==> src/hdl/cic_defs.vh <==
// Constants for the cascaded interrupt controller pair
`ifndef CIC_DEFS_VH
`define CIC_DEFS_VH
// Register indices, byte address is index times four
`define CIC_IDX_MST_EVEN 8'h20
`define CIC_IDX_MST_ODD 8'h21
`define CIC_IDX_SLV_EVEN 8'ha0
`define CIC_IDX_SLV_ODD 8'ha1
// Command word bit positions
`define CIC_INIT_BIT 4
`define CIC_OCW3_BIT 3
`define CIC_LTM_BIT 3
`define CIC_SNGL_BIT 1
`define CIC_IC4_BIT 0
`define CIC_AUTO_SERVICE_DONE_BIT 1
`define CIC_RR_BIT 1
`define CIC_RIS_BIT 0
`define CIC_ESMM_BIT 6
`define CIC_SMM_BIT 5
`define CIC_ROT_BIT 7
`define CIC_SL_BIT 6
`define CIC_EOI_BIT 5
// Reset and init values
`define CIC_LOWEST_RST 3'h7
`define CIC_CAS_RST 8'h07
`define CIC_SPUR_CHAN 3'h7
`define CIC_ONE_HOT 8'h01
// Bus responses
`define CIC_RESP_OK 2'h0
`define CIC_RESP_ERR 2'h2
`endif

==> src/hdl/cic_prio.v <==
// Rotating priority resolver for eight channels
`timescale 1ns/100ps
`include "cic_defs.vh"
module cic_prio (
  input wire [7:0] bits,
  input wire [2:0] lowest,
  output reg found,
  output reg [2:0] chan,
  output reg [2:0] rank
);
  reg [3:0] k;
  reg [2:0] c;
  // Scan from highest priority, which follows the lowest one
  always @* begin
    found = 1'b0;
    chan = `CIC_SPUR_CHAN;
    rank = 3'h7;
    c = 3'h0;
    for (k = 4'h0; k < 4'h8; k = k + 4'h1) begin
      c = lowest + k[2:0] + 3'h1;
      if (bits[c] && !found) begin
        found = 1'b1;
        chan = c;
        rank = k[2:0];
      end
    end
  end
endmodule // cic_prio

==> src/hdl/cic_top.v <==
// Master and slave interrupt controllers with AXI4-Lite register access
//
// The AXI4-Lite interface to the registers and the register offsets were left to the implementer.
`timescale 1ns/100ps
`include "cic_defs.vh"
module cic_top #(
  parameter ADDR_W = 12
) (
  input wire sys_clk,
  input wire rst,
  input wire timerOut0,
  input wire rtcIrq,
  input wire extRequestPin1,
  input wire [7:3] masterPins,
  input wire [7:1] slavePins,
  input wire ackCycle,
  output wire cpuIrqLine,
  output reg [7:0] systemDataBus,
  output reg vectorValid,
  input wire [ADDR_W-1:0] s_axi_awaddr,
  input wire s_axi_awvalid,
  output wire s_axi_awready,
  input wire [31:0] s_axi_wdata,
  input wire [3:0] s_axi_wstrb,
  input wire s_axi_wvalid,
  output wire s_axi_wready,
  output reg [1:0] s_axi_bresp,
  output reg s_axi_bvalid,
  input wire s_axi_bready,
  input wire [ADDR_W-1:0] s_axi_araddr,
  input wire s_axi_arvalid,
  output wire s_axi_arready,
  output reg [31:0] s_axi_rdata,
  output reg [1:0] s_axi_rresp,
  output reg s_axi_rvalid,
  input wire s_axi_rready
);
  localparam PH_FIRST = 1'b0;
  localparam PH_SECOND = 1'b1;
  localparam ST_IDLE = 2'h0;
  localparam ST_VECTOR_INIT_WORD = 2'h1;
  localparam ST_ICW3 = 2'h2;
  localparam ST_ICW4 = 2'h3;

  reg awHeld, wHeld, wLane, ackPhase, viaSlave;
  reg [7:0] awIdx, wByte;
  wire [7:0] arIdx;
  wire [1:0] hpFound, irqF, singleF, ackFirstC, ackSecondC, wrCtlHit;
  wire [5:0] hpChanF, ackChanF;
  wire [9:0] vecBaseF;
  wire [15:0] casWordF, rdEvenF, rdOddF, reqIn;
  wire doWrite, wrOdd, ackFirst, ackSecond, mstCasc, casHit;
  wire [2:0] mstChan;

  // fixed sources; pins; slave request into master channel 2
  assign reqIn = {slavePins, rtcIrq, masterPins, irqF[1], extRequestPin1, timerOut0};
  assign cpuIrqLine = irqF[0];

  // AXI write side: address and data taken in either order
  assign s_axi_awready = ~awHeld & ~s_axi_bvalid;
  assign s_axi_wready = ~wHeld & ~s_axi_bvalid;
  assign doWrite = awHeld & wHeld & ~s_axi_bvalid;
  assign wrCtlHit[0] = (awIdx == `CIC_IDX_MST_EVEN) | (awIdx == `CIC_IDX_MST_ODD);
  assign wrCtlHit[1] = (awIdx == `CIC_IDX_SLV_EVEN) | (awIdx == `CIC_IDX_SLV_ODD);
  assign wrOdd = awIdx[0];

  always @(posedge sys_clk or posedge rst) begin
    if (rst) begin
      awHeld <= 1'b0;
      wHeld <= 1'b0;
      awIdx <= 8'h00;
      wByte <= 8'h00;
      wLane <= 1'b0;
      s_axi_bvalid <= 1'b0;
      s_axi_bresp <= `CIC_RESP_OK;
    end else begin
      if (s_axi_awvalid && s_axi_awready) begin
        awHeld <= 1'b1;
        awIdx <= s_axi_awaddr[9:2];
      end
      if (s_axi_wvalid && s_axi_wready) begin
        wHeld <= 1'b1;
        wByte <= s_axi_wdata[7:0];
        wLane <= s_axi_wstrb[0];
      end
      if (doWrite) begin
        awHeld <= 1'b0;
        wHeld <= 1'b0;
        s_axi_bvalid <= 1'b1;
        s_axi_bresp <= (|wrCtlHit) ? `CIC_RESP_OK : `CIC_RESP_ERR;
      end else if (s_axi_bvalid && s_axi_bready) begin
        s_axi_bvalid <= 1'b0;
      end
    end
  end

  // AXI read side
  assign s_axi_arready = ~s_axi_rvalid;
  assign arIdx = s_axi_araddr[9:2];
  always @(posedge sys_clk or posedge rst) begin
    if (rst) begin
      s_axi_rvalid <= 1'b0;
      s_axi_rdata <= 32'h00000000;
      s_axi_rresp <= `CIC_RESP_OK;
    end else if (s_axi_arvalid && s_axi_arready) begin
      s_axi_rvalid <= 1'b1;
      s_axi_rresp <= `CIC_RESP_OK;
      case (arIdx)
        `CIC_IDX_MST_EVEN: s_axi_rdata <= {24'h000000, rdEvenF[7:0]};
        `CIC_IDX_MST_ODD: s_axi_rdata <= {24'h000000, rdOddF[7:0]};
        `CIC_IDX_SLV_EVEN: s_axi_rdata <= {24'h000000, rdEvenF[15:8]};
        `CIC_IDX_SLV_ODD: s_axi_rdata <= {24'h000000, rdOddF[15:8]};
        default: begin
          s_axi_rdata <= 32'h00000000;
          s_axi_rresp <= `CIC_RESP_ERR;
        end
      endcase
    end else if (s_axi_rvalid && s_axi_rready) begin
      s_axi_rvalid <= 1'b0;
    end
  end

  // acknowledge cycles counted as first and second
  assign ackFirst = ackCycle & (ackPhase == PH_FIRST);
  assign ackSecond = ackCycle & (ackPhase == PH_SECOND);
  assign mstChan = hpChanF[2:0];
  assign mstCasc = hpFound[0] & casWordF[mstChan] & ~singleF[0];
  assign casHit = mstCasc & (casWordF[10:8] == mstChan);
  assign ackFirstC = {ackFirst & casHit, ackFirst};
  assign ackSecondC = {ackSecond & viaSlave, ackSecond};

  always @(posedge sys_clk or posedge rst) begin
    if (rst) begin
      ackPhase <= PH_FIRST;
      viaSlave <= 1'b0;
      systemDataBus <= 8'h00;
      vectorValid <= 1'b0;
    end else begin
      vectorValid <= 1'b0;
      if (ackFirst) begin
        ackPhase <= PH_SECOND;
        viaSlave <= casHit;
      end
      if (ackSecond) begin
        ackPhase <= PH_FIRST;
        vectorValid <= 1'b1;
        // base field; channel in low bits
        if (viaSlave) begin
          systemDataBus <= {vecBaseF[9:5], ackChanF[5:3]};
        end else begin
          systemDataBus <= {vecBaseF[4:0], ackChanF[2:0]};
        end
      end
    end
  end

  genvar c;
  generate
    for (c = 0; c < 2; c = c + 1) begin : ctl
      reg [7:0] request_latch, in_service_latch, channel_mask, reqPrev, casWord;
      reg [4:0] vecBase;
      reg [2:0] lowest, ackChan;
      reg [1:0] initStep;
      reg level, single, needIc4, auto_service_done, autoRot, smm, readIsr, ackReal, irq;
      wire [7:0] req, pend, svcEff, edgeSet, ackSet, eoiClr, aeoiClr, next_irr, next_isr;
      wire [2:0] pChan, pRank, sChan, sRank, eoiChan;
      wire pFound, sFound, wrHere, first_init_word, rotation_eoi_word, ocw3, oddWr, eoiCmd, eoiDo, rotOnEoi, aeoiDo, want;

      assign req = reqIn[c*8 +: 8];
      assign pend = request_latch & ~channel_mask;
      // masked in-service bits hidden in special mask mode
      assign svcEff = in_service_latch & ~(smm ? channel_mask : 8'h00);

      cic_prio pendRes (
        .bits(pend),
        .lowest(lowest),
        .found(pFound),
        .chan(pChan),
        .rank(pRank)
      );
      cic_prio svcRes (
        .bits(svcEff),
        .lowest(lowest),
        .found(sFound),
        .chan(sChan),
        .rank(sRank)
      );

      assign wrHere = doWrite & wLane & wrCtlHit[c];
      assign first_init_word = wrHere & ~wrOdd & wByte[`CIC_INIT_BIT];
      assign rotation_eoi_word = wrHere & ~wrOdd & ~wByte[`CIC_INIT_BIT] & ~wByte[`CIC_OCW3_BIT];
      assign ocw3 = wrHere & ~wrOdd & ~wByte[`CIC_INIT_BIT] & wByte[`CIC_OCW3_BIT];
      assign oddWr = wrHere & wrOdd;

      assign eoiCmd = rotation_eoi_word & wByte[`CIC_EOI_BIT];
      assign eoiChan = wByte[`CIC_SL_BIT] ? wByte[2:0] : sChan;
      assign eoiDo = eoiCmd & (wByte[`CIC_SL_BIT] | sFound);
      assign rotOnEoi = wByte[`CIC_ROT_BIT] | autoRot;
      assign aeoiDo = ackSecondC[c] & auto_service_done & ackReal;

      // level or rising edge detection; set request
      assign edgeSet = level ? req : (req & ~reqPrev);
      // first acknowledge moves the winner into service
      assign ackSet = (ackFirstC[c] & pFound) ? (`CIC_ONE_HOT << pChan) : 8'h00;
      assign eoiClr = eoiDo ? (`CIC_ONE_HOT << eoiChan) : 8'h00;
      assign aeoiClr = aeoiDo ? (`CIC_ONE_HOT << ackChan) : 8'h00;
      assign next_irr = ((request_latch & ~ackSet) & (level ? req : 8'hff)) | edgeSet;
      // several bits may be in service
      assign next_isr = (in_service_latch & ~eoiClr & ~aeoiClr) | ackSet;
      // outranks in service; equal and lower blocked
      assign want = pFound & (~sFound | (pRank < sRank));

      always @(posedge sys_clk or posedge rst) begin
        if (rst) begin
          request_latch <= 8'h00;
          in_service_latch <= 8'h00;
          channel_mask <= 8'h00;
          reqPrev <= 8'h00;
          vecBase <= 5'h00;
          casWord <= `CIC_CAS_RST;
          lowest <= `CIC_LOWEST_RST;
          ackChan <= `CIC_SPUR_CHAN;
          initStep <= ST_IDLE;
          level <= 1'b0;
          single <= 1'b0;
          needIc4 <= 1'b0;
          auto_service_done <= 1'b0;
          autoRot <= 1'b0;
          smm <= 1'b0;
          readIsr <= 1'b0;
          ackReal <= 1'b0;
          irq <= 1'b0;
        end else begin
          reqPrev <= req;
          request_latch <= next_irr;
          in_service_latch <= next_isr;
          if (ackFirstC[c]) begin
            irq <= 1'b0;
          end else begin
            irq <= want;
          end
          if (ackFirstC[c]) begin
            ackChan <= pFound ? pChan : `CIC_SPUR_CHAN;
            ackReal <= pFound;
          end
          if (aeoiDo && autoRot) begin
            lowest <= ackChan;
          end
          if (first_init_word) begin
            channel_mask <= 8'h00;
            lowest <= `CIC_LOWEST_RST;
            casWord <= `CIC_CAS_RST;
            smm <= 1'b0;
            readIsr <= 1'b0;
            autoRot <= 1'b0;
            level <= wByte[`CIC_LTM_BIT];
            single <= wByte[`CIC_SNGL_BIT];
            needIc4 <= wByte[`CIC_IC4_BIT];
            initStep <= ST_VECTOR_INIT_WORD;
          end else if (rotation_eoi_word) begin
            if (eoiDo && rotOnEoi) begin
              lowest <= eoiChan;
            end
            if (wByte[`CIC_ROT_BIT] && wByte[`CIC_SL_BIT] && !wByte[`CIC_EOI_BIT]) begin
              lowest <= wByte[2:0];
            end
            if (!wByte[`CIC_SL_BIT] && !wByte[`CIC_EOI_BIT]) begin
              autoRot <= wByte[`CIC_ROT_BIT];
            end
          end else if (ocw3) begin
            if (wByte[`CIC_RR_BIT]) begin
              readIsr <= wByte[`CIC_RIS_BIT];
            end
            if (wByte[`CIC_ESMM_BIT]) begin
              smm <= wByte[`CIC_SMM_BIT];
            end
          end else if (oddWr) begin
            case (initStep)
              ST_IDLE: channel_mask <= wByte;
              ST_VECTOR_INIT_WORD: begin
                vecBase <= wByte[7:3];
                if (!single) begin
                  initStep <= ST_ICW3;
                end else if (needIc4) begin
                  initStep <= ST_ICW4;
                end else begin
                  initStep <= ST_IDLE;
                end
              end
              ST_ICW3: begin
                casWord <= wByte;
                initStep <= needIc4 ? ST_ICW4 : ST_IDLE;
              end
              ST_ICW4: begin
                auto_service_done <= wByte[`CIC_AUTO_SERVICE_DONE_BIT];
                initStep <= ST_IDLE;
              end
              default: initStep <= ST_IDLE;
            endcase
          end
        end
      end

      assign hpFound[c] = pFound;
      assign hpChanF[c*3 +: 3] = pChan;
      assign irqF[c] = irq;
      assign ackChanF[c*3 +: 3] = ackChan;
      assign vecBaseF[c*5 +: 5] = vecBase;
      assign casWordF[c*8 +: 8] = casWord;
      assign singleF[c] = single;
      assign rdEvenF[c*8 +: 8] = readIsr ? in_service_latch : request_latch;
      assign rdOddF[c*8 +: 8] = channel_mask;
    end
  endgenerate
endmodule // cic_top

==> config.mk <==
export PLATFORM = sky130hd
export DESIGN_NAME = cic_top
export DESIGN_NICKNAME = d
export VERILOG_FILES = /design/src/hdl/cic_prio.v /design/src/hdl/cic_top.v
export VERILOG_INCLUDE_DIRS = /design/src /design/src/hdl
export SDC_FILE = /design/constraint.sdc
export NUM_CORES = 1
export LEC_CHECK = 0
export BUFFER_PORTS_ARGS = -buffer_cell sky130_fd_sc_hd__buf_2
export CORE_MARGIN = 2
export CORE_UTILIZATION = 36
export CTS_BUF_LIST = sky130_fd_sc_hd__clkbuf_8
export CTS_CLUSTER_SIZE = 30
export DETAILED_ROUTE_END_ITERATION = 16
export GPL_ROUTABILITY_DRIVEN = 1
export PLACE_DENSITY_LB_ADDON = 0.12
export SLEW_MARGIN = 10
export SYNTH_ARGS = -nofsm -noshare
export SYNTH_HDL_FRONTEND = slang
export SYNTH_HIERARCHICAL = 1
export SYNTH_SLANG_ARGS = --single-unit
export TNS_END_PERCENT = 1
==> constraint.sdc <==
create_clock -name sys_clk -period 5.24 [get_ports sys_clk]
set_input_delay 1.048 -clock sys_clk [delete_from_list [all_inputs] [get_ports sys_clk]]
set_output_delay 1.048 -clock sys_clk [all_outputs]
set_load 0.01 [all_outputs]
# [After elaboration in Yosys (flattened, before gate mapping)]
# Index checks and enable logic that the tools add are counted.
[classes] addsub=28 multipliers=0 div_mod_pow=0 n_lt_le_gt_ge=19 n_eq_ne=19 shifts=6 mux=260 bitwise=93 reduce_logical=113
[op_table] cell="$mux W3" count=83
[op_table] cell="$mux W8" count=30
[op_table] cell="$and A8 B8 Y8" count=14
[op_table] cell="$bmux W1 S3" count=33
[op_table] cell="$mux W1" count=97
[op_table] cell="$not A8 Y8" count=12
[op_table] cell="$lt A3 B4 Y1 const B" count=16
[op_table] cell="$add A3 B1 Y3 const B" count=16
[op_table] cell="$shl A1 B3 Y8 const A" count=6
[op_table] cell="$reduce_bool A2 Y1" count=21
[op_table] cell="$logic_and A1 B1 Y1" count=40
[op_table] cell="$and A1 B1 Y1" count=38
[op_table] cell="$eq A8 B6 Y1 const B" count=4
[op_table] cell="$eq A8 B8 Y1 const B" count=4
[op_table] cell="$or A8 B8 Y8" count=4
[op_table] cell="$pmux W8 S4" count=1
[op_table] cell="$logic_not A1 Y1" count=30
[op_table] cell="$mux W2" count=14
[op_table] cell="$add A3 B3 Y3 const B" count=8
[op_table] cell="$reduce_and A4 Y1" count=6
[op_table] cell="$reduce_and A5 Y1" count=4
[op_table] cell="$not A1 Y1" count=17
[op_table] cell="$add A3 B2 Y3 const B" count=4
[op_table] cell="$pmux W2 S3" count=2
[op_table] cell="other kinds (13)" count=34
[word_totals] ff_bits=187 latchBits=0 ram_bits=0 rom_bits=0 inputBits=83 out_inout_bits=51 wordCells=588 n_memories=0

# [Logic depth before layout (Yosys ltp)]
# Gate-level depths: netlist of run 1.
[logic_depth] ltp_word=38 ltp_mapped=18 ltp_nobuf=13

# [Hierarchy]
# The synthesis of run 1 kept the hierarchy.
[by_module_without_submodules] mod="cic_top" instances=1 cells_each=808 area_per_inst_um2=8296.7 seq_area_each_um2=4051.4
[by_module_without_submodules] mod="cic_prio" instances=4 cells_each=109 area_per_inst_um2=1003.5 seq_area_each_um2=0.0

# [Worst setup path after synthesis of run 1]
# OpenSTA, ideal clock, no wires.
[synth_timing] kind="reg2reg" start="register ctl[0].lowest[0]" end="register ctl[1].ackChan[0]" setup_ns=0.077 arrival_time_ns=4.641 t_required_ns=5.163 slack_ns=0.522 stages_incl_launch_ff=19 n_path_buf=5 cell_sequence="dfstp_2 -> buf_6 -> buf_2 -> inv_1 -> ha_1 -> buf_2 -> mux4_2 -> mux2_2 -> nand2b_4 -> nand4b_1 -> and2_1 -> a32o_1 -> clkbuf_1 -> mux4_2 -> a22o_1 -> nand2_1 -> clkbuf_1 -> a21oi_1 -> a21o_1"
[synth_between] elab_chain_len=31
[synth_lines] item="from (decl)" line_no="cic_top.v:162" rtl="reg [2:0] lowest, ackChan;"
[synth_lines] item="from (signal assigned)" line_no="cic_top.v:221" rtl="lowest <= `CIC_LOWEST_RST;"
[synth_lines] item="from (signal assigned)" line_no="cic_top.v:247" rtl="lowest <= ackChan;"
[synth_lines] item="from (signal assigned)" line_no="cic_top.v:251" rtl="lowest <= `CIC_LOWEST_RST;"
[synth_lines] item="parallel branches: the longest is 24 deep, another holds $add A3 B1 Y3"
[synth_lines] item="$mux W3 *" line_no="cic_prio.v:21" rtl="if (bits[c] && !found) begin"
[synth_lines] item="named net ctl[0].pChan[0]" line_no="cic_top.v:166" rtl="wire [2:0] pChan, pRank, sChan, sRank, eoiChan;"
[synth_lines] item="$bmux W1 S3" line_no="cic_top.v:127" rtl="assign mstCasc = hpFound[0] & casWordF[mstChan] & ~singleF[0];"
[synth_lines] item="$mux W1 (not written as such)" line_no="cic_top.v:127"
[synth_lines] item="$and A1 B1 Y1 (2 in a row)" line_no="cic_top.v:127"
[synth_lines] item="$and A1 B1 Y1 *" line_no="cic_top.v:128" rtl="assign casHit = mstCasc & (casWordF[10:8] == mstChan);"
[synth_lines] item="$and A1 B1 Y1 *" line_no="cic_top.v:129" rtl="assign ackFirstC = {ackFirst & casHit, ackFirst};"
[synth_lines] item="to (signal assigned)" line_no="cic_top.v:222" rtl="ackChan <= `CIC_SPUR_CHAN;"
[synth_lines] item="to (signal assigned)" line_no="cic_top.v:243" rtl="ackChan <= pFound ? pChan : `CIC_SPUR_CHAN;"
[synth_lines] item="to (decl)" line_no="cic_top.v:162"
# Mark *: on every way through the listed nets, which the timed path passes. The select of a mux whose other input is x is not followed.
# A chain may end at the register's enable or synchronous reset.

# [Worst setup path in the final report of run 1]
[layout_timing] start="register ctl[0].lowest[0]" end="register ctl[1].request_latch[3]"
[layout_between] elab_chain_len=37
[layout_lines] item="parallel branches: the longest is 24 deep, another holds $add A3 B1 Y3"
[layout_lines] item="$mux W3 *" line_no="cic_prio.v:21"
[layout_lines] item="named net ctl[0].pChan[0]" line_no="cic_top.v:166"
[layout_lines] item="$bmux W1 S3" line_no="cic_top.v:127"
[layout_lines] item="$mux W1 (not written as such)" line_no="cic_top.v:127"
[layout_lines] item="$and A1 B1 Y1 (2 in a row)" line_no="cic_top.v:127"
[layout_lines] item="$and A1 B1 Y1 *" line_no="cic_top.v:128"
[layout_lines] item="$and A1 B1 Y1 *" line_no="cic_top.v:129"
[layout_lines] item="$and A1 B1 Y1 *" line_no="cic_top.v:204" rtl="assign ackSet = (ackFirstC[c] & pFound) ? (`CIC_ONE_HOT << pChan) : 8'h00;"
[layout_lines] item="$mux W8 *" line_no="cic_top.v:204"
[layout_lines] item="$not A8 Y8 *" line_no="cic_top.v:207" rtl="assign next_irr = ((request_latch & ~ackSet) & (level ? req : 8'hff)) | edgeSet;"
[layout_lines] item="$and A8 B8 Y8 * (2 in a row)" line_no="cic_top.v:207"
[layout_lines] item="$or A8 B8 Y8 *" line_no="cic_top.v:207"
[layout_lines] item="named net ctl[1].next_irr[3]" line_no="cic_top.v:165" rtl="wire [7:0] req, pend, svcEff, edgeSet, ackSet, eoiClr, aeoiClr, next_irr, next_isr;"
[layout_lines] item="to (signal assigned)" line_no="cic_top.v:235" rtl="request_latch <= next_irr;"
[layout_lines] item="to (decl)" line_no="cic_top.v:160" rtl="reg [7:0] request_latch, in_service_latch, channel_mask, reqPrev, casWord;"
# Marks and branches as above.

==> results of run 1 <==
[cell type report]
type,count,area (um^2),share of cell area
Timing Repair Buffer,104,613.1,0.04552
Multi-Input combinational cell,956,7634,0.5667
Clock inverter,13,117.6,0.008732
Tap cell,448,560.5,0.04162
Sequential cell,161,4051,0.3008
Inverter,60,229.0,0.01700
Antenna cell,1,2.502,0.0001858
Clock buffer,19,261.5,0.01941
[routing by layer]
metal	track usage	part of all wire
met5	0	0
met1	0.3069	0.50
met4	0.03936	0.011
met2	0.3094	0.44
met3	0.03318	0.047
[stage by stage]
| stage | util | hold WS (ns) | instances |
|---|---|---|---|
| after floorplan | - | 0.3478 | 1269 |
| after global placement | 0.3891 | 0.3743 | 1729 |
| after detailed placement | 0.3891 | 0.3727 | 1729 |
| after CTS | 0.4003 | 0.3864 | 1761 |
| after global routing | 0.4007 | 0.3884 | 1762 |
| final | 0.4007 | 0.3803 | 1762 |
[registers in the layout, indices dropped and copies added (netlist names), 4 cells and up]
register / flops
ctl.channel_mask: 16
s_axi_rdata: 8
ctl.lowest: 6
awIdx: 8
ctl.initStep: 4
ctl.vecBase: 10
ctl.reqPrev: 16
systemDataBus: 8
ctl.ackChan: 6
ctl.casWord: 11
ctl.request_latch: 16
ctl.in_service_latch: 16
wByte: 8
[timing repair]
| item | CTS | global route |
|---|---|---|
| buffers inserted | 0 | 0 |
| gates resized for setup | 0 | 2 |
| endpoints found under the setup margin | 0 | 5 |
[cell usage after synthesis, types with 8 or more instances]
library cell	number	area [um^2]
buf_2	24	120.1
a21oi_1	33	165.2
dfrtp_1	143	3578
nor4b_2	9	135.1
ha_1	20	250.2
nor4_1	10	62.56
nand2b_1	13	81.33
inv_1	60	225.2
o311ai_1	8	70.07
a21boi_0	19	142.6
mux2i_1	71	710.7
and2_1	22	137.6
nand3_1	39	195.2
nor2_1	86	322.8
o211ai_1	10	75.07
nor3_1	16	80.08
mux2_2	54	608.1
a22o_1	10	87.58
o21ai_0	91	455.4
nor4_4	8	170.2
mux4_2	58	1306
buf_4	26	195.2
clkbuf_1	35	131.4
xor2_1	11	96.34
dfstp_2	18	473.0
nand2_1	97	364.1
nor4_2	8	100.1
nor2b_1	47	294.0
a311oi_1	8	70.07
nand3b_1	13	97.59
o22ai_1	15	93.84
xnor2_1	8	70.07
o31ai_1	9	67.56
[worst register-to-register path, delay by kind of cell (launching register included)]
family / cells / cell delay, ns
buffers and inverters: 2 / 0.23
adders and majority gates: 1 / 0.42
AOI/OAI and AO/OA: 2 / 0.66
muxes: 1 / 0.61
xor gates and xnor gates: 1 / 0.25
and+or+nand+nor: 7 / 2.00
DFF: 1 / 0.54
[final timing paths]
| kind | endpoint | slack [ns] |
|---|---|---|
| min reg2reg | ctl[0].reqPrev[2] | 0.38 |
| max | ctl[1].request_latch[3] | 0.43 |
| max reg2reg | ctl[1].request_latch[3] | 0.43 |
| min | ctl[0].reqPrev[2] | 0.38 |
| max in group asynchronous | s_axi_rdata[3] | 3.73 |
| min in group asynchronous | awIdx[6] | 0.78 |
[power by group]
group | leakage (nW) | total, W | internal [W] | switching (W)
Combinational | 3.56 | 0.00283 | 0.00118 | 0.00165
Clock | 0.189 | 0.000907 | 0.000370 | 0.000537
Sequential | 1.94 | 0.00184 | 0.00149 | 0.000351
Total | 5.69 | 0.00558 | 0.00304 | 0.00254
[cells by family (layout without fill, tap and decap cells)]
kind of cell,Yosys count,in the layout,synth area share
buffers and inverters,152,196,0.05915
adders and majority gates,20,20,0.02033
other,1,27,0.0003046
AOI/OAI and AO/OA,279,279,0.1590
muxes,183,183,0.2132
DFF,161,161,0.3291
xor gates and xnor gates,19,19,0.01352
and+or+nand+nor,429,429,0.2054
==> impl_metrics.py, run 1 <==
metrics = {
    "setup_path": {
        "crit_start": "ctl[0].lowest[0]",
        "cp-end-kind": "flip-flop",
        "arrival_ns": 5.18,
        "worstSetupPathType": "flip-flop to flip-flop",
        "crit_top_cell": "nor4_2",
        "timing.critical_path.buf_inv": 2,
        "crit_family": "simple AND/OR/NAND/NOR gates",
        "cp.depth": 14,
        "critPathMaxFanout": 9,
        "critPathRequiredTime_ns": 5.61,
        "reg2reg_depth": 14,
        "cp_slowest_cell": "mux4_2",
        "slowest_delay_ns": 0.61,
        "path_cells": "inv_1 -> ha_1 -> mux4_2 -> nor4b_2 -> nor4_2 -> buf_4 -> nor4_4 -> nand2_1 -> a32o_1 -> xor2_1 -> nor4_2 -> nand3_1 -> or2_2 -> a31o_2",
        "critPathLaunchType": "flip-flop",
        "r2r_start": "ctl[0].lowest[0]",
    },
    "timing": {
        "fin_crit_sh": 0.9179,
        "slew_headroom": 0.2849,
        "fmax_mhz": 207.9,
        "finalWorstSetupSlack_ns": 0.4300,
        "finalHoldViolCount": 0,
        "setup_viol": 0,
        "period_minus_slack_ns": 4.810,
        "worst_slew_pin_slew_ns": 1.063,
        "drv_slew": 0,
        "grt_setup_unrepaired": "false",
        "fin_tns_setup_ns": 0,
        "clock_skew_ns": 0.02002,
    },
    "power_and_ir_drop": {
        "total_power_w": 0.005582,
        "power.density_nw_per_um2": 414.4,
        "max-vdd-ir-drop_uv": 306.5,
        "p_leak_nw": 5.689,
    },
    "cts": {
        "cts_root_buffer": "clkbuf_8",
        "cts_tree": "yes",
        "clk_latency_ns": 0.47,
        "cts_hold_buf": 0,
        "clk_pin_slew_ns": 0.10,
        "cts_inserted_buffers": 17,
        "cts_buffer_depth": 2,
        "clock-sinks": 161,
        "h-tree-depth": 4,
    },
    "layout": {
        "layout_common_cells": "dfrtp_1, nand2_1, o21ai_0",
        "drive_above_1_share": 0.2490,
        "area_growth_pct": 9.412,
        "fillers": 3384,
        "nets": 1403,
        "fin_area_um2": 13470,
        "mostFrequentLayoutCell": "dfrtp_1",
    },
    "route": {
        "drtPass1Iterations": 5,
        "drtIter0Drc": 782,
        "drtAntennaViolNets": 0,
        "drc": 0,
        "wl_per_cell_um": 20.44,
        "via_count": 9963,
        "viasPerCell": 5.654,
        "wirelength_mm": 36.02,
    },
    "floorplan": {
        "dieArea_um2": 35690,
        "die_w_um": 188.9,
        "die_h_um": 188.9,
        "ios": 134,
        "core-area_um2": 33620,
        "rows": 67,
        "initial_utilization": 0.3662,
    },
    "global_routing": {
        "antenna_found_initial": 1,
        "track_usage": 0.2040,
        "grt_pass1_wl_mm": 57.00,
        "grt_pass1_vias": 9672,
        "grt_overflow": 0,
        "grt_max_degree": 162,
    },
    "status": {
        "status": "complete, no violations",
    },
    "job": {
        "max_cap_violations": 0,
    },
    "yosys": {
        "async_flop_share": 1.000,
        "ys_seq_elements": 161,
        "ys_types": 75,
        "syn_inst": 1244,
        "yosysWarnings": 6,
        "synth_edf_count": 0,
        "ys_seq_area_frac": 0.3291,
        "synth_ff_type": "dfrtp_1",
        "syn-mean-instance-area_um2": 9.896,
        "synth_area_um2": 12310,
    },
    "worst_hold_path": {
        "min-delay-start": "ctl[1].irq",
        "hp-class": "flip-flop to flip-flop",
        "holdPathStages": 0,
    },
    "place": {
        "dpl.hpwl_mm": 26.58,
        "dp_worst_setup_slack_ns": 0.2769,
        "numPortBuffers": 72,
        "globalplace.congestion": 0.8422,
        "place_area_um2": 13080,
    },
}
(Power assumes the default switching activity.)
==> run 2: changes to the inputs <==
--- a/config.mk
+++ b/config.mk
@@ -13,7 +13,6 @@
 export CTS_CLUSTER_SIZE = 30
 export DETAILED_ROUTE_END_ITERATION = 16
 export GPL_ROUTABILITY_DRIVEN = 1
-export PLACE_DENSITY_LB_ADDON = 0.12
 export SLEW_MARGIN = 10
 export SYNTH_ARGS = -nofsm -noshare
 export SYNTH_HDL_FRONTEND = slang
==> impl_metrics.py, run 2 (synthesis results as in run 1) <==
metrics = {
    "power_and_ir_drop": {
        "power.density_nw_per_um2": 424.0,
        "max-vdd-ir-drop_uv": 267.1,
        "p_leak_nw": 5.648,
    },
    "setup_path": {
        "arrival_ns": 5.36,
        "critPathMaxFanout": 14,
        "reg2reg_depth": 13,
        "critPathRequiredTime_ns": 5.60,
        "rr_endpoint": "ctl[1].ackReal",
        "r2r_setup_slack_ns": 0.24,
        "worstSetupPathType": "flip-flop to flip-flop",
        "r2r_start": "ctl[0].lowest[1]",
        "critPathLaunchType": "flip-flop",
        "cp-end-kind": "flip-flop",
    },
    "floorplan": {
        "die_w_um": 188.9,
        "rows": 67,
        "dieArea_um2": 35690,
        "initial_utilization": 0.3662,
        "core-area_um2": 33620,
        "ios": 134,
        "die_h_um": 188.9,
    },
    "worst_hold_path": {
        "min_to": "ctl[0].reqPrev[2]",
        "min-delay-start": "ctl[1].irq",
        "holdPathStages": 0,
        "hp-class": "flip-flop to flip-flop",
    },
    "timing": {
        "slew_headroom": 0.2844,
        "drv_slew": 0,
        "fin_tns_setup_ns": 0,
        "worst_slew_pin_slew_ns": 1.073,
        "fmax_mhz": 199.8,
        "grt_setup_unrepaired": "false",
        "setup_viol": 0,
        "period_minus_slack_ns": 5.004,
        "finalHoldViolCount": 0,
        "fin_crit_sh": 0.9550,
        "clock_skew_ns": 0.01557,
    },
    "route": {
        "viasPerCell": 5.848,
        "drtIter0Drc": 969,
        "drc": 0,
        "drtAntennaViolNets": 0,
        "drtPass1Iterations": 5,
        "via_count": 10200,
        "wl_per_cell_um": 19.62,
        "wirelength_mm": 34.23,
    },
    "layout": {
        "layout_common_cells": "dfrtp_1, nand2_1, o21ai_0",
        "mostFrequentLayoutCell": "dfrtp_1",
        "fin_area_um2": 13420,
        "drive_above_1_share": 0.2390,
        "fillers": 3314,
        "area_growth_pct": 9.036,
        "diodes": 0,
        "utilization": 0.3993,
        "nets": 1387,
    },
    "cts": {
        "cts_root_buffer": "clkbuf_8",
        "clk_latency_ns": 0.47,
        "h-tree-depth": 4,
        "cts_inserted_buffers": 17,
        "clock-sinks": 161,
        "cts_resized": 0,
        "cts_hold_buf": 0,
        "cts_buffer_depth": 2,
        "cts_tree": "yes",
        "cts_setup_buffers": 0,
        "clk_pin_slew_ns": 0.10,
    },
    "place": {
        "place_area_um2": 12960,
        "globalplace.congestion": 0.8665,
        "numPortBuffers": 72,
        "dpl.hpwl_mm": 25.13,
    },
    "global_routing": {
        "antenna_found_initial": 0,
        "grt_pass1_wl_mm": 55.19,
        "grt_overflow": 0,
        "grt_max_degree": 162,
        "grt_pass1_vias": 9769,
        "track_usage": 0.1922,
    },
    "status": {
        "status": "complete, no violations",
    },
    "job": {
        "max_cap_violations": 0,
    },
}
-- run 2: cell count changes in the layout (fill, tap and decap cells not counted) --
| cell | change |
|---|---|
| buf_4 | -16 |
| bufinv_16 | +4 |
| clkbuf_8 | -2 |
| clkinvlp_4 | -1 |
| diode_2 | -1 |
| inv_6 | -2 |
| inv_8 | +1 |
| nand2_1 | +1 |
| nand2_2 | -1 |
-- run 2: final cells by class --
cell class,instances,area [um^2],share of cell area
multi-input combinational,956,7631,0.5685
sequential,161,4051,0.3018
tap,448,560.5,0.04176
timing repair buffer,88,493.0,0.03673
clock buffer,17,234.0,0.01743
inverter,60,229.0,0.01706
clock inverter,15,224.0,0.01669
-- run 2: metal layers --
| metal | vias to the layer above | wire length [um] | track usage |
|---|---|---|---|
| met5 | - | 0 | 0 |
| met4 | 0 | 670 | 0.05078 |
| met3 | 57 | 2093 | 0.02984 |
| met2 | 422 | 15320 | 0.2960 |
| met1 | 5076 | 16150 | 0.2809 |
| li1 | 4649 | - | - |
-- run 2: worst max-delay path, cell delays in order (launching register included) --
cell	delay (ns)
dfstp_2	0.60
inv_1	0.06
ha_1	0.39
buf_4	0.25
mux4_2	0.26
nor4b_2	0.07
nor4_2	0.70
nor2_1	0.17
o22ai_1	0.18
a32o_1	0.59
mux4_2	0.59
a22o_1	0.29
nand2_1	0.35
mux2_2	0.38
-- run 2: power breakdown --
part / internal, W / total (W) / switching, W
Combinational: 0.00114 / 0.00270 / 0.00156
Sequential: 0.00149 / 0.00191 / 0.000423
Clock: 0.000536 / 0.00108 / 0.000541
Total: 0.00316 / 0.00569 / 0.00253
-- run 2: how the worst max path moves through the flow --
stage / from / to / slack (ns) / cells past startpoint
2_1_floorplan: ctl[0].lowest[0] / ctl[1].ackChan[0] / 0.52 / 18
3_3_place_gp: ctl[0].lowest[1] / ctl[1].request_latch[6] / 0.26 / 14
3_5_place_dp: ctl[0].lowest[1] / ctl[1].request_latch[4] / 0.21 / 14
4_1_cts: ctl[0].lowest[1] / ctl[1].request_latch[4] / 0.16 / 14
5_1_grt: ctl[0].lowest[1] / ctl[1].irq / 0.04 / 14
6_report: ctl[0].lowest[1] / ctl[1].ackReal / 0.24 / 13
-- run 2: through the flow --
stage	instances	worst slack [ns]	hold WS, ns	total power (W)
after CTS	1745	0.1633	0.3871	0.005683
after global placement	1713	0.2567	0.3650	0.004539
after floorplan	1269	0.5222	0.3478	0.003846
final	1745	0.2356	0.3817	0.005691
after detailed placement	1713	0.2056	0.3650	0.004585
after global routing	1745	0.03875	0.4034	0.006048
==> run 3: changes to the inputs <==
--- a/config.mk
+++ b/config.mk
@@ -6,13 +6,14 @@
 export SDC_FILE = /design/constraint.sdc
 export NUM_CORES = 1
 export LEC_CHECK = 0
-export BUFFER_PORTS_ARGS = -buffer_cell sky130_fd_sc_hd__buf_2
-export CORE_MARGIN = 2
+export BUFFER_PORTS_ARGS = -buffer_cell sky130_fd_sc_hd__buf_4
+export CORE_MARGIN = 1.5
 export CORE_UTILIZATION = 36
 export CTS_BUF_LIST = sky130_fd_sc_hd__clkbuf_8
 export CTS_CLUSTER_SIZE = 30
 export DETAILED_ROUTE_END_ITERATION = 16
 export GPL_ROUTABILITY_DRIVEN = 1
+export PLACE_DENSITY = 0.54
 export SLEW_MARGIN = 10
 export SYNTH_ARGS = -nofsm -noshare
 export SYNTH_HDL_FRONTEND = slang
==> impl_metrics.py, run 3 (synthesis results as in run 1) <==
metrics = {
    "cts": {
        "cts_tree": "yes",
        "cts_root_buffer": "clkbuf_8",
        "cts_inserted_buffers": 17,
        "cts_setup_buffers": 0,
        "h-tree-depth": 4,
        "clk_latency_ns": 0.47,
        "clock-sinks": 161,
        "clk_pin_slew_ns": 0.09,
        "cts_buffer_depth": 2,
    },
    "timing": {
        "clock_skew_ns": 0.01046,
        "fin_tns_setup_ns": 0,
        "fin_crit_sh": 0.9329,
        "grt_setup_unrepaired": "false",
        "slew_headroom": 0.2701,
        "drv_slew": 0,
        "period_minus_slack_ns": 4.888,
        "finalHoldViolCount": 0,
        "fmax_mhz": 204.6,
        "worst_slew_pin_slew_ns": 1.085,
        "setup_viol": 0,
    },
    "setup_path": {
        "arrival_ns": 5.24,
        "cp-end-kind": "flip-flop",
        "r2r_start": "ctl[0].lowest[0]",
        "rr_endpoint": "ctl[1].request_latch[2]",
        "critPathLaunchType": "flip-flop",
        "r2r_setup_slack_ns": 0.35,
        "critPathRequiredTime_ns": 5.59,
        "worstSetupPathType": "flip-flop to flip-flop",
        "critPathMaxFanout": 16,
        "reg2reg_depth": 17,
    },
    "floorplan": {
        "die_w_um": 187.9,
        "die_h_um": 187.9,
        "rows": 67,
        "core-area_um2": 33620,
        "initial_utilization": 0.3662,
        "ios": 134,
        "dieArea_um2": 35310,
    },
    "route": {
        "drtAntennaViolNets": 0,
        "wl_per_cell_um": 19.88,
        "drc": 0,
        "via_count": 9899,
        "wirelength_mm": 34.83,
        "drtPass1Iterations": 7,
        "viasPerCell": 5.650,
        "drtIter0Drc": 866,
    },
    "layout": {
        "area_growth_pct": 10.48,
        "fin_area_um2": 13600,
        "drive_above_1_share": 0.2423,
        "nets": 1394,
        "diodes": 0,
        "layout_common_cells": "dfrtp_1, nand2_1, buf_4",
        "mostFrequentLayoutCell": "dfrtp_1",
        "layout.cells.non_filler": 1752,
    },
    "place": {
        "globalplace.congestion": 0.8979,
        "numPortBuffers": 72,
        "placed_cells": 1720,
        "place_area_um2": 13190,
        "dpl.hpwl_mm": 25.90,
    },
    "power_and_ir_drop": {
        "switching_power_w": 0.002503,
        "p_comb_frac": 0.498,
        "pwr-share-seq": 0.333,
        "clockPowerShare": 0.169,
        "p_leak_nw": 5.715,
        "internal_power_w": 0.003130,
        "total_power_w": 0.005633,
        "power.density_nw_per_um2": 414.2,
        "max-vdd-ir-drop_uv": 258.4,
        "power_switching_share": 0.4444,
    },
    "global_routing": {
        "top_usage_layer": "met2",
        "grt_pass1_wl_mm": 56.03,
        "grt_max_degree": 162,
        "antenna_found_initial": 0,
        "gr-usage-met2": 0.3027,
        "met3_usage": 0.03612,
        "grt_pass1_vias": 9595,
        "track_usage": 0.2008,
        "grt_overflow": 0,
        "use_met1": 0.3001,
    },
    "worst_hold_path": {
        "min-delay-start": "ctl[1].irq",
        "min_to": "ctl[0].reqPrev[2]",
        "hp-class": "flip-flop to flip-flop",
        "holdPathStages": 0,
    },
    "job": {
        "max_cap_violations": 0,
    },
    "status": {
        "status": "complete, no violations",
    },
}
==> run 3: metrics by stage <==
step           utilization  hold WS (ns)  setup WS, ns
6_report            0.4046        0.3899        0.3516
2_1_floorplan            -        0.3478        0.5222
3_5_place_dp        0.3924        0.3809        0.3130
4_1_cts             0.4044        0.3963        0.2683
3_3_place_gp        0.3924        0.3877        0.3372
5_1_grt             0.4046        0.3957      0.001344
==> run 3: what timing repair did <==
item                       in CTS  in global routing
hold buffers                    0                  0
setup endpoints to repair       0                  3
gates resized for setup         0                  3
hold endpoints to repair        0                  0
==> run 3: per-layer routing <==
layer / vias to the layer above / share of wire
met5: - / 0
met4: 0 / 0.0090
met3: 25 / 0.052
met2: 322 / 0.44
met1: 4870 / 0.50
li1: 4682 / -
==> run 3: worst max-delay path by stage <==
stage / start / end / slack (ns)
floorplan: ctl[0].lowest[0] / ctl[1].ackChan[0] / 0.52
global placement: ctl[0].lowest[0] / ctl[1].request_latch[1] / 0.34
detailed placement: ctl[0].lowest[0] / ctl[1].request_latch[4] / 0.31
CTS: ctl[0].lowest[0] / ctl[1].request_latch[4] / 0.27
global route: ctl[0].lowest[0] / ctl[1].request_latch[2] / 0.001
finish: ctl[0].lowest[0] / ctl[1].request_latch[2] / 0.35
==> run 3: layout make-up <==
cell class                      instances  area [um^2]
Inverter                               60        229.0
Timing Repair Buffer                   95        725.7
Fill cell                            3382        20020
Clock inverter                         14        155.1
Sequential cell                       161         4051
Tap cell                              448        560.5
Clock buffer                           18        247.7
Multi-Input combinational cell        956         7631
==> run 3: worst max-delay path, stage by stage (launching register included) <==
cell and delay [ns]:
dfstp_2 0.53, inv_1 0.05, ha_1 0.46, buf_4 0.24, mux4_2 0.39, nor4b_2 0.36, nor4_2 0.10, buf_4 0.18
nor4_4 0.37, nand2_1 0.09, a32o_1 0.41, xor2_1 0.23, nor4_1 0.41, buf_4 0.19, nand2_1 0.06, buf_4 0.20
o311ai_0 0.40, nand2_1 0.09
==> run 3: power groups by stage <==
stage	Combinational, W	Clock, W	Sequential (W)
6_report	0.00281	0.000951	0.00188
5_1_grt	0.00307	0.00103	0.00192
4_1_cts	0.00279	0.000975	0.00187
3_5_place_dp	0.00278	0	0.00189
3_3_place_gp	0.00274	0	0.00190
2_1_floorplan	0.00217	0	0.00168
